--- src/inc/ifr_pkg.sv ---
package ifr_pkg;

  // ==========================================================
  // Control-method codes
  // ==========================================================
  localparam logic [3:0] CM_SPEED      = 4'h0;
  localparam logic [3:0] CM_POSITION   = 4'h1;
  localparam logic [3:0] CM_TORQUE     = 4'h2;
  localparam logic [3:0] CM_INT_SPEED  = 4'h3;
  localparam logic [3:0] CM_INT_SPD    = 4'h4;
  localparam logic [3:0] CM_INT_POS    = 4'h5;
  localparam logic [3:0] CM_INT_TRQ    = 4'h6;
  localparam logic [3:0] CM_POS_SPD    = 4'h7;
  localparam logic [3:0] CM_POS_TRQ    = 4'h8;
  localparam logic [3:0] CM_TRQ_SPD    = 4'h9;
  localparam logic [3:0] CM_SPD_ZERO_CLAMP_IN = 4'ha;
  localparam logic [3:0] CM_POS_INHIB  = 4'hb;
  localparam logic [3:0] CM_LAST       = 4'hb;

  // ==========================================================
  // Input line positions within the 7-bit bundle (lines 40..46)
  // ==========================================================
  localparam int LINE40 = 0;
  localparam int LINE41 = 1;
  localparam int LINE42 = 2;
  localparam int LINE43 = 3;
  localparam int LINE44 = 4;
  localparam int LINE45 = 5;
  localparam int LINE46 = 6;
  localparam int NUM_LINES = 7;

  // ==========================================================
  // Register map (AHB-Lite, byte addresses)
  // ==========================================================
  localparam logic [7:0] ADDR_CONTROL = 8'h00;
  localparam logic [7:0] ADDR_STATUS  = 8'h04;
  localparam logic [7:0] ADDR_FUNCS   = 8'h08;
  localparam logic [3:0] CONTROL_RESET = 4'h0;

  // Status bit positions
  localparam int ST_BASEBLOCK = 0;
  localparam int ST_MONITOR   = 1;
  localparam int ST_CM_VALID  = 2;
  localparam int ST_SECOND    = 3;

  // Running method as one-hot
  typedef enum logic [3:0] {
    RUN_SPEED    = 4'b0001,
    RUN_POSITION = 4'b0010,
    RUN_TORQUE   = 4'b0100,
    RUN_INTSPEED = 4'b1000
  } ifr_run_type;

  // Decoded functions
  typedef struct packed {
    logic servoOn;
    logic fwdRunProhibit;
    logic revRunProhibit;
    logic alarmClearIn;
    logic proportionalOpIn;
    logic fwdTorqueLimitIn;
    logic revTorqueLimitIn;
    logic rotationDirSelect;
    logic speedSelectA;
    logic speedSelectB;
    logic methodSwitch;
    logic zeroClampIn;
    logic pulseInhibit;
  } ifr_func_type;

endpackage

--- src/rtl/ifr_method_decode.sv ---
`timescale 1ns/1ps

// Maps the 4-bit control-method code and the switch level to the
// method actually running; purely combinational.
module ifr_method_decode (
  input  wire logic [3:0]          code,
  input  wire logic                switchActive,
  output ifr_pkg::ifr_run_type     runMethod,
  output logic                     codeValid,
  output logic                     secondActive
);

  // ==========================================================
  // Pair selection
  // ==========================================================
  // First listed method while switch inactive, second while active
  always_comb begin
    codeValid    = 1'b1;
    secondActive = 1'b0;
    runMethod    = ifr_pkg::RUN_SPEED;
    unique case (code)
      ifr_pkg::CM_SPEED:      runMethod = ifr_pkg::RUN_SPEED;
      ifr_pkg::CM_POSITION:   runMethod = ifr_pkg::RUN_POSITION;
      ifr_pkg::CM_TORQUE:     runMethod = ifr_pkg::RUN_TORQUE;
      ifr_pkg::CM_INT_SPEED:  runMethod = ifr_pkg::RUN_INTSPEED;
      ifr_pkg::CM_INT_SPD: begin
        secondActive = switchActive;
        runMethod = switchActive ? ifr_pkg::RUN_SPEED : ifr_pkg::RUN_INTSPEED;
      end
      ifr_pkg::CM_INT_POS: begin
        secondActive = switchActive;
        runMethod = switchActive ? ifr_pkg::RUN_POSITION : ifr_pkg::RUN_INTSPEED;
      end
      ifr_pkg::CM_INT_TRQ: begin
        secondActive = switchActive;
        runMethod = switchActive ? ifr_pkg::RUN_TORQUE : ifr_pkg::RUN_INTSPEED;
      end
      ifr_pkg::CM_POS_SPD: begin
        secondActive = switchActive;
        runMethod = switchActive ? ifr_pkg::RUN_SPEED : ifr_pkg::RUN_POSITION;
      end
      ifr_pkg::CM_POS_TRQ: begin
        secondActive = switchActive;
        runMethod = switchActive ? ifr_pkg::RUN_TORQUE : ifr_pkg::RUN_POSITION;
      end
      ifr_pkg::CM_TRQ_SPD: begin
        secondActive = switchActive;
        runMethod = switchActive ? ifr_pkg::RUN_SPEED : ifr_pkg::RUN_TORQUE;
      end
      // Zero clamp and pulse inhibit keep the base method running
      ifr_pkg::CM_SPD_ZERO_CLAMP_IN: begin
        secondActive = switchActive;
        runMethod = ifr_pkg::RUN_SPEED;
      end
      ifr_pkg::CM_POS_INHIB: begin
        secondActive = switchActive;
        runMethod = ifr_pkg::RUN_POSITION;
      end
      default: codeValid = 1'b0; // Codes C..F are unused: fall back to speed
    endcase
  end

endmodule

--- src/rtl/input_function_router.sv ---
`timescale 1ns/1ps

module input_function_router (
  input  wire logic                 clk_sys,
  input  wire logic                 rst,
  input  wire logic                 clkEn,
  input  wire logic [6:0]           inputLines,
  input  wire logic                 safety_block_in_a,
  input  wire logic                 safety_block_in_b,
  input  wire logic                 baseblockConfirmed,
  input  wire logic                 hsel,
  input  wire logic [31:0]          haddr,
  input  wire logic [1:0]           htrans,
  input  wire logic                 hwrite,
  input  wire logic [2:0]           hsize,
  input  wire logic [31:0]          hwdata,
  input  wire logic                 hready,
  output logic [31:0]               hrdata,
  output logic                      hreadyout,
  output logic                      hresp,
  output ifr_pkg::ifr_func_type     funcs_r,
  output ifr_pkg::ifr_run_type      runMethod_r,
  output logic                      baseblock_r,
  output logic                      safety_monitor_out
);

  // ==========================================================
  // Configuration register
  // ==========================================================
  logic [3:0]  control_method_field;
  logic        wrPending_r;
  logic [7:0]  wrAddr_r;
  logic        rdPending_r;
  logic [7:0]  rdAddr_r;
  logic        addrPhase;

  assign addrPhase = hsel && hready && htrans[1];

  // Capture the address phase; writes complete in the next cycle
  always_ff @(posedge clk_sys or posedge rst) begin
    if (rst) begin
      wrPending_r <= 1'b0;
      rdPending_r <= 1'b0;
      wrAddr_r    <= 8'h00;
      rdAddr_r    <= 8'h00;
    end else if (clkEn) begin
      wrPending_r <= addrPhase && hwrite;
      rdPending_r <= addrPhase && !hwrite;
      wrAddr_r    <= haddr[7:0];
      rdAddr_r    <= haddr[7:0];
    end
  end

  // Only the control word is writable; other offsets ignore writes
  always_ff @(posedge clk_sys or posedge rst) begin
    if (rst) begin
      control_method_field <= ifr_pkg::CONTROL_RESET;
    end else if (clkEn && wrPending_r && wrAddr_r == ifr_pkg::ADDR_CONTROL) begin
      control_method_field <= hwdata[3:0];
    end
  end

  // ==========================================================
  // Line routing
  // ==========================================================
  // The line-to-signal assignment is fixed; only the meaning of
  // lines 41, 45 and 46 follows the method code.
  logic l41;
  logic l45;
  logic l46;
  logic isIntSpeedGroup;
  logic isBasicGroup;
  logic isSwitchGroup;
  ifr_pkg::ifr_func_type funcs_nxt;

  assign l41 = inputLines[ifr_pkg::LINE41];
  assign l45 = inputLines[ifr_pkg::LINE45];
  assign l46 = inputLines[ifr_pkg::LINE46];

  assign isBasicGroup    = control_method_field <= ifr_pkg::CM_TORQUE;
  assign isIntSpeedGroup = control_method_field >= ifr_pkg::CM_INT_SPEED &&
                           control_method_field <= ifr_pkg::CM_INT_TRQ;
  assign isSwitchGroup   = control_method_field >= ifr_pkg::CM_POS_SPD &&
                           control_method_field <= ifr_pkg::CM_LAST;

  always_comb begin
    funcs_nxt = '0;
    // Fixed lines in every method
    funcs_nxt.servoOn        = inputLines[ifr_pkg::LINE40];
    funcs_nxt.fwdRunProhibit = inputLines[ifr_pkg::LINE42];
    funcs_nxt.revRunProhibit = inputLines[ifr_pkg::LINE43];
    funcs_nxt.alarmClearIn   = inputLines[ifr_pkg::LINE44];
    if (isBasicGroup) begin
      funcs_nxt.proportionalOpIn = l41;
      funcs_nxt.fwdTorqueLimitIn = l45;
      funcs_nxt.revTorqueLimitIn = l46;
    end else if (isIntSpeedGroup) begin
      funcs_nxt.rotationDirSelect = l41;
      funcs_nxt.speedSelectA      = l45;
      funcs_nxt.speedSelectB      = l46;
    end else if (isSwitchGroup) begin
      funcs_nxt.fwdTorqueLimitIn = l45;
      funcs_nxt.revTorqueLimitIn = l46;
      if (control_method_field == ifr_pkg::CM_SPD_ZERO_CLAMP_IN) begin
        funcs_nxt.zeroClampIn = l41;
      end else if (control_method_field == ifr_pkg::CM_POS_INHIB) begin
        funcs_nxt.pulseInhibit = l41;
      end else begin
        funcs_nxt.methodSwitch = l41;
      end
    end
  end

  // Routed functions registered; no remapping state exists
  always_ff @(posedge clk_sys or posedge rst) begin
    if (rst) begin
      funcs_r <= '0;
    end else if (clkEn) begin
      funcs_r <= funcs_nxt;
    end
  end

  // ==========================================================
  // Method selection
  // ==========================================================
  ifr_pkg::ifr_run_type runMethod;
  logic codeValid;
  logic secondActive;
  logic secondActive_r;
  logic codeValid_r;

  // Paired codes switch on line 41; it carries methodSwitch for codes 7..9 but rotationDirSelect for codes 4..6
  ifr_method_decode ifr_method_decode_inst (
    .code         (control_method_field),
    .switchActive (l41),
    .runMethod    (runMethod),
    .codeValid    (codeValid),
    .secondActive (secondActive)
  );

  always_ff @(posedge clk_sys or posedge rst) begin
    if (rst) begin
      runMethod_r    <= ifr_pkg::RUN_SPEED;
      secondActive_r <= 1'b0;
      codeValid_r    <= 1'b1;
    end else if (clkEn) begin
      runMethod_r    <= runMethod;
      secondActive_r <= secondActive;
      codeValid_r    <= codeValid;
    end
  end

  // ==========================================================
  // Safety baseblock
  // ==========================================================
  // Baseblock held in reset too, so the motor is never live early
  always_ff @(posedge clk_sys or posedge rst) begin
    if (rst) begin
      baseblock_r <= 1'b1;
    end else if (clkEn) begin
      baseblock_r <= !(safety_block_in_a && safety_block_in_b);
    end
  end

  // Monitor needs both channels requesting the block and the power stage confirming;
  // the safety device reads it to prove that neither channel is stuck on
  always_ff @(posedge clk_sys or posedge rst) begin
    if (rst) begin
      safety_monitor_out <= 1'b0;
    end else if (clkEn) begin
      safety_monitor_out <= !safety_block_in_a && !safety_block_in_b &&
                            baseblockConfirmed;
    end
  end

  // ==========================================================
  // Bus answers
  // ==========================================================
  always_ff @(posedge clk_sys or posedge rst) begin
    if (rst) begin
      hrdata <= 32'h0000_0000;
    end else if (clkEn) begin
      hrdata <= 32'h0000_0000;
      if (addrPhase && !hwrite) begin
        unique case (haddr[7:0])
          ifr_pkg::ADDR_CONTROL: hrdata <= {28'h0000000, control_method_field};
          ifr_pkg::ADDR_STATUS: begin
            hrdata[ifr_pkg::ST_BASEBLOCK] <= baseblock_r;
            hrdata[ifr_pkg::ST_MONITOR]   <= safety_monitor_out;
            hrdata[ifr_pkg::ST_CM_VALID]  <= codeValid_r;
            hrdata[ifr_pkg::ST_SECOND]    <= secondActive_r;
            hrdata[7:4]                   <= runMethod_r;
          end
          ifr_pkg::ADDR_FUNCS: hrdata <= {19'h00000, funcs_r};
          default: hrdata <= 32'h0000_0000;
        endcase
      end
    end
  end

  // Zero-wait slave; response always OKAY
  always_ff @(posedge clk_sys or posedge rst) begin
    if (rst) begin
      hreadyout <= 1'b1;
      hresp     <= 1'b0;
    end else if (clkEn) begin
      hreadyout <= 1'b1;
      hresp     <= 1'b0;
    end
  end

endmodule

--- config.mk ---
export PLATFORM = sky130hd
export DESIGN_NAME = input_function_router
export DESIGN_NICKNAME = d
export VERILOG_FILES = /design/src/inc/ifr_pkg.sv /design/src/rtl/ifr_method_decode.sv /design/src/rtl/input_function_router.sv
export SDC_FILE = /design/constraint.sdc
export NUM_CORES = 1
export LEC_CHECK = 0
export BUFFER_PORTS_ARGS = -buffer_cell sky130_fd_sc_hd__buf_2
export CAP_MARGIN = 20
export CORE_MARGIN = 4
export CORE_UTILIZATION = 44
export DETAILED_ROUTE_END_ITERATION = 10
export GPL_ROUTABILITY_DRIVEN = 0
export PLACE_DENSITY = 0.88
export SYNTH_ARGS = -nofsm -noshare
export SYNTH_HDL_FRONTEND = slang
export SYNTH_SLANG_ARGS = --single-unit
--- constraint.sdc ---
create_clock -name clk_sys -period 1.62 [get_ports clk_sys]
set_input_delay 0.324 -clock clk_sys [delete_from_list [all_inputs] [get_ports clk_sys]]
set_output_delay 0.324 -clock clk_sys [all_outputs]
set_load 0.02 [all_outputs]
After elaboration in Yosys (flattened, before gate mapping)
Index checks and enable logic that the tools add are counted.
- add/sub/neg operators: 0
- multipliers: 0
- div/mod/pow operators: 0
- order comparisons: 5
- eq/ne operators: 13
- shift operators: 0
- mux-type cells: 25
- bitwise operators: 0
- reduce and logical (&&, ||, !) cells: 21
- operators by type and width (cell ; number):
    4-bit case mux with 9 select lines ; 1
    8-bit case mux with 3 select lines ; 1
    4-bit by 3-bit == test with 1-bit output (second input constant) ; 4
    4-bit == test (second input constant) ; 4
    8-bit logical NOT ; 2
    3-bit two-way mux ; 5
    13-bit two-way mux ; 1
    4-bit two-way mux ; 3
    12-bit OR reduction ; 1
    1-bit logical AND ; 11
    4-bit by 2-bit == test with 1-bit output (second input constant) ; 2
    8-bit by 3-bit == test with 1-bit output (second input constant) ; 1
    8-bit by 4-bit == test with 1-bit output (second input constant) ; 1
    1-bit two-way mux ; 8
    2-bit two-way mux ; 4
    8-bit OR reduction ; 1
    6-bit two-way mux ; 1
    5-bit two-way mux ; 1
    4-bit by 1-bit == test with 1-bit output (second input constant) ; 1
    4-bit by 2-bit >= comparator with 1-bit output (second input constant) ; 1
    4-bit by 3-bit >= comparator with 1-bit output (second input constant) ; 1
    4-bit by 2-bit less-or-equal comparator with 1-bit output (second input constant) ; 1
    4-bit by 3-bit less-or-equal comparator with 1-bit output (second input constant) ; 1
    4-bit less-or-equal comparator (second input constant) ; 1
    3 further kinds ; 6
- bits in registers: 66
- latch bits: 0
- RAM bits: 0
- memory bits (read-only): 0
- input port bits: 85
- output and inout port bits: 53
- memories: 0

Depth between registers and ports, before layout
Gate-level depths: netlist of the first run.
- word-level depth: 6
- gate-level depth with buffers: 5

Modules after synthesis
A second synthesis of the first run with hierarchy kept.
- cells, all modules: 227
- area, all modules: 2404.8 µm²
- by module, submodules not included (module ; instances ; cells an instance ; area each (µm²) ; seq. area each (µm²)):
    input_function_router ; 1 ; 201 ; 2217.1 ; 1179.9
    ifr_method_decode ; 1 ; 26 ; 187.7 ; 0.0

Least setup slack after synthesis of the first run
No wires, ideal clock.
- kind: reg-to-reg
- from: register control_method_field[1]
- to: register runMethod_r[1]
- setup time: 80 ps
- arrival: 1326 ps
- data required time: 1540 ps
- setup slack: 214 ps
- cell stages (with the launch flop): 5
- buffers on the path: 1
- clock period less this slack: 1406 ps
- cell sequence: dfrtp_1 -> buf_6 -> or4b_1 -> a211o_1 -> o211ai_2
- longest elaborated chain between the ends: 3
- ends and longest elaborated chain (element ; RTL line ; RTL):
    start: declaration ; input_function_router.sv:30 ; logic [3:0] control_method_field;
    start signal: assignment ; input_function_router.sv:57 ; control_method_field <= ifr_pkg::CONTROL_RESET;
    start signal: assignment ; input_function_router.sv:59 ; control_method_field <= hwdata[3:0];
    4-bit == test or 4-bit by 1-bit == test with 1-bit output (tied branches) ; ifr_method_decode.sv:21 ; unique case (code)
    2-bit OR reduction (no source line) ; n/a ;
    4-bit case mux with 9 select lines (*) ; ifr_method_decode.sv:21 ;
    end signal: assignment ; input_function_router.sv:143 ; runMethod_r <= ifr_pkg::RUN_SPEED;
    end signal: assignment ; input_function_router.sv:147 ; runMethod_r <= runMethod;
    end: declaration ; input_function_router.sv:22 ; output ifr_pkg::ifr_run_type runMethod_r,
Every way passes the cells marked *; elsewhere a longest branch is shown, timed or not.
A chain may end at the register's enable or synchronous reset.

Worst setup path in the final report of the first run
- from: register wrAddr_r[5]
- to: register control_method_field[1]
- longest elaborated chain between the ends: 2
- ends and longest elaborated chain (element ; RTL line ; RTL):
    start: declaration ; input_function_router.sv:32 ; logic [7:0] wrAddr_r;
    start signal: assignment ; input_function_router.sv:49 ; wrAddr_r <= haddr[7:0];
    8-bit logical NOT ; input_function_router.sv:58 ; end else if (clkEn && wrPending_r && wrAddr_r == ifr_pkg::ADDR_CONTROL) begin
    1-bit logical AND ; input_function_router.sv:58 ;
Every way passes these cells.

==> results of run 1 <==
logic make-up after synthesis:
group,synth area share
AND/OR/NAND/NOR,0.127
other,0.00312
buffers and inverters,0.128
flip-flops,0.490
multiplexers,0.0728
XOR/XNOR,0.0109
AO/OA/AOI/OAI,0.168
power groups by stage:
stage | combinational [mW] | sequential (mW) | clock, mW
3_5_place_dp | 0.325 | 1.28 | 0
5_1_grt | 0.359 | 1.27 | 1.09
3_3_place_gp | 0.313 | 1.28 | 0
6_report | 0.328 | 1.26 | 1.02
2_1_floorplan | 0.222 | 1.30 | 0
4_1_cts | 0.329 | 1.26 | 1.04
flip-flops by register name, summed over array words and instances (netlist names):
| signal | cells |
|---|---|
| runMethod_r | 4 |
| baseblock_r | 1 |
| funcs_r | 13 |
| control_method_field | 4 |
| secondActive_r | 1 |
| wrAddr_r | 8 |
| hrdata | 13 |
| safety_monitor_out | 1 |
| codeValid_r | 1 |
| wrPending_r | 1 |
through the flow:
| step | std cells | worst slack [ps] | util |
|---|---|---|---|
| final | 350 | 112 | 0.549 |
| after global routing | 350 | 89.0 | 0.549 |
| after CTS | 350 | 140 | 0.549 |
| after detailed placement | 341 | 7.52 | 0.521 |
| after global placement | 341 | 118 | 0.521 |
| after floorplan | 234 | 185 | - |
cells in the final DEF (no fill, tap or decap), drive strengths merged, types with 5 or more instances in the layout:
master,count
buf,74
dfrtp,44
o2bb2ai,21
conb,21
nand2,12
mux2,12
inv,9
o21ai,8
nand3b,5
clkbuf,5
repair_timing:
action / 4_1_cts / 5_1_grt
endpoints found under the hold margin: 8 / 0
hold buffers: 1 / 0
buffers inserted: 0 / 0
per-layer routing:
metal / vias up / part of all wire
met1: 913 / 0.42
met2: 75 / 0.50
met4: 0 / 0.018
met3: 10 / 0.065
li1: 856 / -
met5: - / 0
worst max-delay path by stage:
stage | end | startpoint | cells past startpoint
finish | control_method_field[1] | wrAddr_r[5] | 3
global placement | hrdata[0] | haddr[0] | 4
CTS | control_method_field[1] | wrAddr_r[5] | 3
global route | control_method_field[1] | wrAddr_r[5] | 3
detailed placement | hrdata[5] | haddr[0] | 4
floorplan | control_method_field[0] | rst | 1
Yosys cell counts, types with 2 or more instances:
library cell	count
a21o_1	2
a21oi_1	4
a22oi_1	4
a2bb2oi_1	4
a31oi_1	3
buf_2	3
buf_4	23
buf_6	6
clkbuf_1	4
conb_1	2
dfrtp_1	44
dfstp_2	3
inv_1	8
mux2_1	4
mux2_2	8
mux2i_1	4
nand2_1	12
nand2b_1	4
nand3_1	4
nand3b_1	5
nand4_1	2
nand4bb_1	2
nor2_1	4
nor2b_1	2
nor4_1	2
o21ai_0	7
o2bb2ai_1	21
or3b_1	3
xnor2_1	2
area by class of cell:
type | instances | area [sq um] | area share
inverters | 9 | 33.8 | 0.0118
flip-flops and latches | 47 | 1180 | 0.413
clock buffers | 5 | 68.8 | 0.0241
repair buffers | 75 | 428 | 0.150
multi-input cells | 141 | 991 | 0.347
well taps | 70 | 87.6 | 0.0307
clock inverters | 3 | 67.6 | 0.0237
==> impl_metrics.py, run 1 <==
metrics = {
    "run": {
        "max_cap_violations": 0,
    },
    "worst_setup_path": {
        "cp_slowest_stage_delay_ps": 400,
        "arrival_ps": 1690,
        "endpoint_kind": "register",
        "critPathKind": "reg -> reg",
        "cp_slowest_cell": "dfrtp_1",
        "reg2regPathDepth": 3,
        "rrSetupSlack_ps": 110,
        "path_buf_inv": 0,
        "cp-start-kind": "register",
        "path_max_fanout": 4,
        "cp.required_ps": 1810,
        "reg2reg_to": "control_method_field[1]",
        "cp_cell_sequence": "nor4bb_1 -> nand3_1 -> mux2_1",
        "crit_family": "simple AND/OR/NAND/NOR gates",
        "reg2reg_from": "wrAddr_r[5]",
    },
    "pwr": {
        "sw_frac_of_total": 0.249,
        "ir_worst_vdd_mv": 0.489,
        "power.internal_mw": 1.96,
        "clock_power_share": 0.391,
        "seqPwrFrac": 0.483,
        "p_total_mw": 2.61,
        "p_per_area_mw_per_mm2": 912,
        "leakage_nw": 1.41,
        "pwr-share-comb": 0.126,
        "switching_power_uw": 648,
    },
    "drt": {
        "drtAntennaViolNets": 0,
        "drt_wl_total_um": 5660,
        "dr.pass1.iters": 4,
        "drtIter0Drc": 167,
        "wl_per_cell_um": 16.2,
        "drc": 0,
        "via_per_inst": 5.30,
        "vias": 1854,
    },
    "global_routing": {
        "grt_util_met3": 0.0504,
        "grt_pass1_wl_um": 9200,
        "met1_usage": 0.236,
        "grt.overflow.total": 0,
        "grt.total_usage": 0.183,
        "grt_busiest_layer": "met2",
        "grt_util_met2": 0.291,
        "grt_max_degree": 28,
        "antenna_found_initial": 0,
        "first_global_vias": 1836,
    },
    "timing": {
        "hold_viol_final": 0,
        "setup_tns_ps": 0,
        "max_clock_freq_mhz": 663,
        "rsz0062_at_grt": "no",
        "skew_ps": 6.31,
        "report.final.slew_viol_count": 0,
        "hold_ws_ps": 184,
        "finalSetupViolCount": 0,
        "fin_crit_sh": 0.931,
        "finalCriticalPeriod_ps": 1510,
    },
    "clock_tree": {
        "h-tree-depth": 2,
        "insertion_delay_ps": 300,
        "cts-root-buf": "clkbuf_8",
        "clk_path_buf_depth": 2,
        "cts_tree": "yes",
        "cts.clk_slew.worst_paths_ps": 90,
        "cts_buffers": 5,
        "cts_sinks": 47,
        "cts-resized-gates": 0,
    },
    "place": {
        "portBuffers": 60,
        "postPlaceCellArea_sq_mm": 0.00271,
        "hpwlAfterDp_um": 4330,
    },
    "yosys": {
        "synthFlopType": "dfrtp_1",
        "synth-seq-area-share": 0.490,
        "synth_top_area_share": 0.457,
        "synth_top_area_cell": "dfrtp_1",
        "syn_area_sq_mm": 0.00241,
        "synth_seq_cells": 47,
        "yosysWarningCount": 0,
        "avgSynthCellArea_sq_um": 11.2,
        "ys_top_cells_by_area": "dfrtp_1 46%, o2bb2ai_1 7.6%, buf_4 7.2%",
        "syn_inst": 215,
        "async_flop_share": 1.00,
        "synth_edf_count": 0,
        "synth_cell_types": 48,
    },
    "outcome": {
        "outcome": "completed",
    },
    "layout": {
        "drive_gt1_frac": 0.350,
        "nets": 364,
        "syn_to_final_growth_pct": 18.7,
        "final_area_sq_mm": 0.00286,
        "fillers": 473,
        "n_antenna_cell": 0,
    },
    "die": {
        "core_sq_mm": 0.00520,
        "ios": 138,
        "die-width_um": 82.0,
        "die_h_um": 82.0,
        "start_util": 0.463,
        "core.rowCount": 26,
        "design.die.area_sq_mm": 0.00672,
    },
    "min_path": {
        "whs_endpoint": "baseblock_r",
        "hp-start": "safety_block_in_b",
        "hp-class": "in -> reg",
        "hold_path_depth": 2,
    },
}
Power figures use the tool's default switching activity.
==> inputs of run 2 (changes only) <==
--- a/config.mk
+++ b/config.mk
@@ -6,12 +6,13 @@
 export NUM_CORES = 1
 export LEC_CHECK = 0
 export BUFFER_PORTS_ARGS = -buffer_cell sky130_fd_sc_hd__buf_2
-export CAP_MARGIN = 20
+export CAP_MARGIN = 10
 export CORE_MARGIN = 4
 export CORE_UTILIZATION = 44
 export DETAILED_ROUTE_END_ITERATION = 10
 export GPL_ROUTABILITY_DRIVEN = 0
-export PLACE_DENSITY = 0.88
+export MAX_ROUTING_LAYER = met4
+export PLACE_DENSITY = 0.8
 export SYNTH_ARGS = -nofsm -noshare
 export SYNTH_HDL_FRONTEND = slang
 export SYNTH_SLANG_ARGS = --single-unit
==> run 2 against run 1 <==
Effect of this change: routed wire length shrank 8.4%; clock power is essentially flat; sequential share of layout area grew 0.31 points; highest routed layer unchanged; clock-buffer cell count grew 1; maximum frequency shrank 3.2%.
==> impl_metrics.py, run 2 (synthesis results as in run 1) <==
metrics = {
    "outcome": {
        "outcome": "completed",
    },
    "die": {
        "die_h_um": 82.0,
        "ios": 138,
        "core.rowCount": 26,
        "design.die.area_sq_mm": 0.00672,
        "start_util": 0.463,
        "die-width_um": 82.0,
        "core_sq_mm": 0.00520,
    },
    "layout": {
        "fin_cells": 348,
        "drive_gt1_frac": 0.342,
        "n_antenna_cell": 0,
        "utilization": 0.545,
        "mostFrequentLayoutCells": "60 x buf_2, 44 x dfrtp_1, 21 x o2bb2ai_1, 21 x conb_1",
        "mostFrequentLayoutCell": "buf_2",
        "multi_input_area_sq_um": 991,
        "syn_to_final_growth_pct": 17.8,
        "nets": 362,
        "seq_area_sq_mm": 0.00118,
        "top_regs": "funcs_r x13, hrdata x13, wrAddr_r x8",
        "fillers": 475,
    },
    "clock_tree": {
        "cts_tree": "yes",
        "insertion_delay_ps": 300,
        "cts_buffers": 5,
        "cts.clk_slew.worst_paths_ps": 90,
        "clk_path_buf_depth": 2,
        "cts-resized-gates": 0,
        "h-tree-depth": 2,
        "cts-root-buf": "clkbuf_8",
        "postCtsSetupRepairBufs": 0,
        "cts_hold_buf": 0,
        "cts_sinks": 47,
    },
    "timing": {
        "fin_crit_sh": 0.962,
        "report.final.slew_viol_count": 0,
        "hold_viol_final": 0,
        "finalCriticalPeriod_ps": 1560,
        "setup_tns_ps": 0,
        "skew_ps": 6.92,
        "max_clock_freq_mhz": 642,
        "finalSetupViolCount": 0,
        "rsz0062_at_grt": "no",
    },
    "min_path": {
        "hp-class": "in -> async",
    },
    "pwr": {
        "p_per_area_mw_per_mm2": 908,
        "leakage_nw": 1.40,
        "ir_worst_vdd_mv": 0.371,
        "p_total_mw": 2.57,
    },
    "place": {
        "hpwlAfterDp_um": 3820,
        "portBuffers": 60,
        "dp_cells": 340,
    },
    "worst_setup_path": {
        "cp_slowest_cell": "dfrtp_1",
        "endpoint_kind": "register",
        "critPathKind": "reg -> reg",
        "crit_start": "wrAddr_r[1]",
        "cp-start-kind": "register",
        "reg2reg_from": "wrAddr_r[1]",
        "arrival_ps": 1740,
        "path_max_fanout": 4,
        "cp_slowest_stage_delay_ps": 390,
        "cp_cell_sequence": "nor4_1 -> nand3_1 -> mux2_1",
        "cp.required_ps": 1800,
    },
    "run": {
        "max_cap_violations": 0,
    },
    "global_routing": {
        "grt.overflow.total": 0,
        "grt_pass1_wl_um": 8260,
        "grt.total_usage": 0.167,
        "antenna_found_initial": 0,
        "first_global_vias": 1672,
        "grt_max_degree": 48,
    },
    "drt": {
        "vias": 1803,
        "drtIter0Drc": 130,
        "drtAntennaViolNets": 0,
        "wl_per_cell_um": 14.9,
        "dr.pass1.iters": 4,
        "drc": 0,
        "via_per_inst": 5.18,
        "drt_wl_total_um": 5180,
    },
}
-- run 2: cell count changes in the layout (fill, tap and decap cells not counted) --
cell / change
buf_4: -1
clkbuf_1: +1
clkinv_1: +1
clkinvlp_4: -1
dlygate4sd3_1: -1
inv_2: -1
-- run 2: where the power goes --
part           switching, mW  total (mW)  internal, mW
logic                  0.203       0.317         0.115
registers             0.0319        1.26          1.22
clock network          0.383        1.00         0.617
total                  0.618        2.57          1.96
-- run 2: metrics by stage --
stage,hold slack [ps],cell area (sq um),worst slack [ps]
2_1_floorplan,393,2480,185
3_3_place_gp,381,2700,169
3_5_place_dp,387,2700,100
4_1_cts,58.9,2840,86.5
5_1_grt,78.0,2840,38.1
6_report,58.1,2840,62.2
-- run 2: worst paths after layout --
| check | to | depth (start not counted) | slack (ps) |
|---|---|---|---|
| worst max register to register | control_method_field[0] | 3 | 60 |
| max in group asynchronous | runMethod_r[0] | 3 | 1290 |
| worst min-delay path | hrdata[4] | 3 | 60 |
| min in group clk_sys | baseblock_r | 2 | 190 |
| worst min register to register | hrdata[7] | 1 | 480 |
| worst max-delay path | control_method_field[0] | 3 | 60 |
-- run 2: worst max-delay path: cells and delay by family (launching register included) --
family        cells  cell delay [ps]
simple gates      2              660
flops             1              390
mux               1              380
-- run 2: cell type report --
cell class                      instances  share of cell area
Inverter                                9              0.0119
Clock buffer                            6              0.0256
Clock inverter                          2              0.0212
Multi-Input combinational cell        141               0.350
Sequential cell                        47               0.416
Tap cell                               70              0.0309
Timing Repair Buffer                   73               0.145
-- run 2: metal layers --
metal | track usage | up-vias | routed length [um]
li1 | - | 855 | -
met1 | 0.222 | 897 | 2320
met2 | 0.251 | 47 | 2490
met3 | 0.0340 | 4 | 285
met4 | 0.0681 | 0 | 80
met5 | - | - | 0
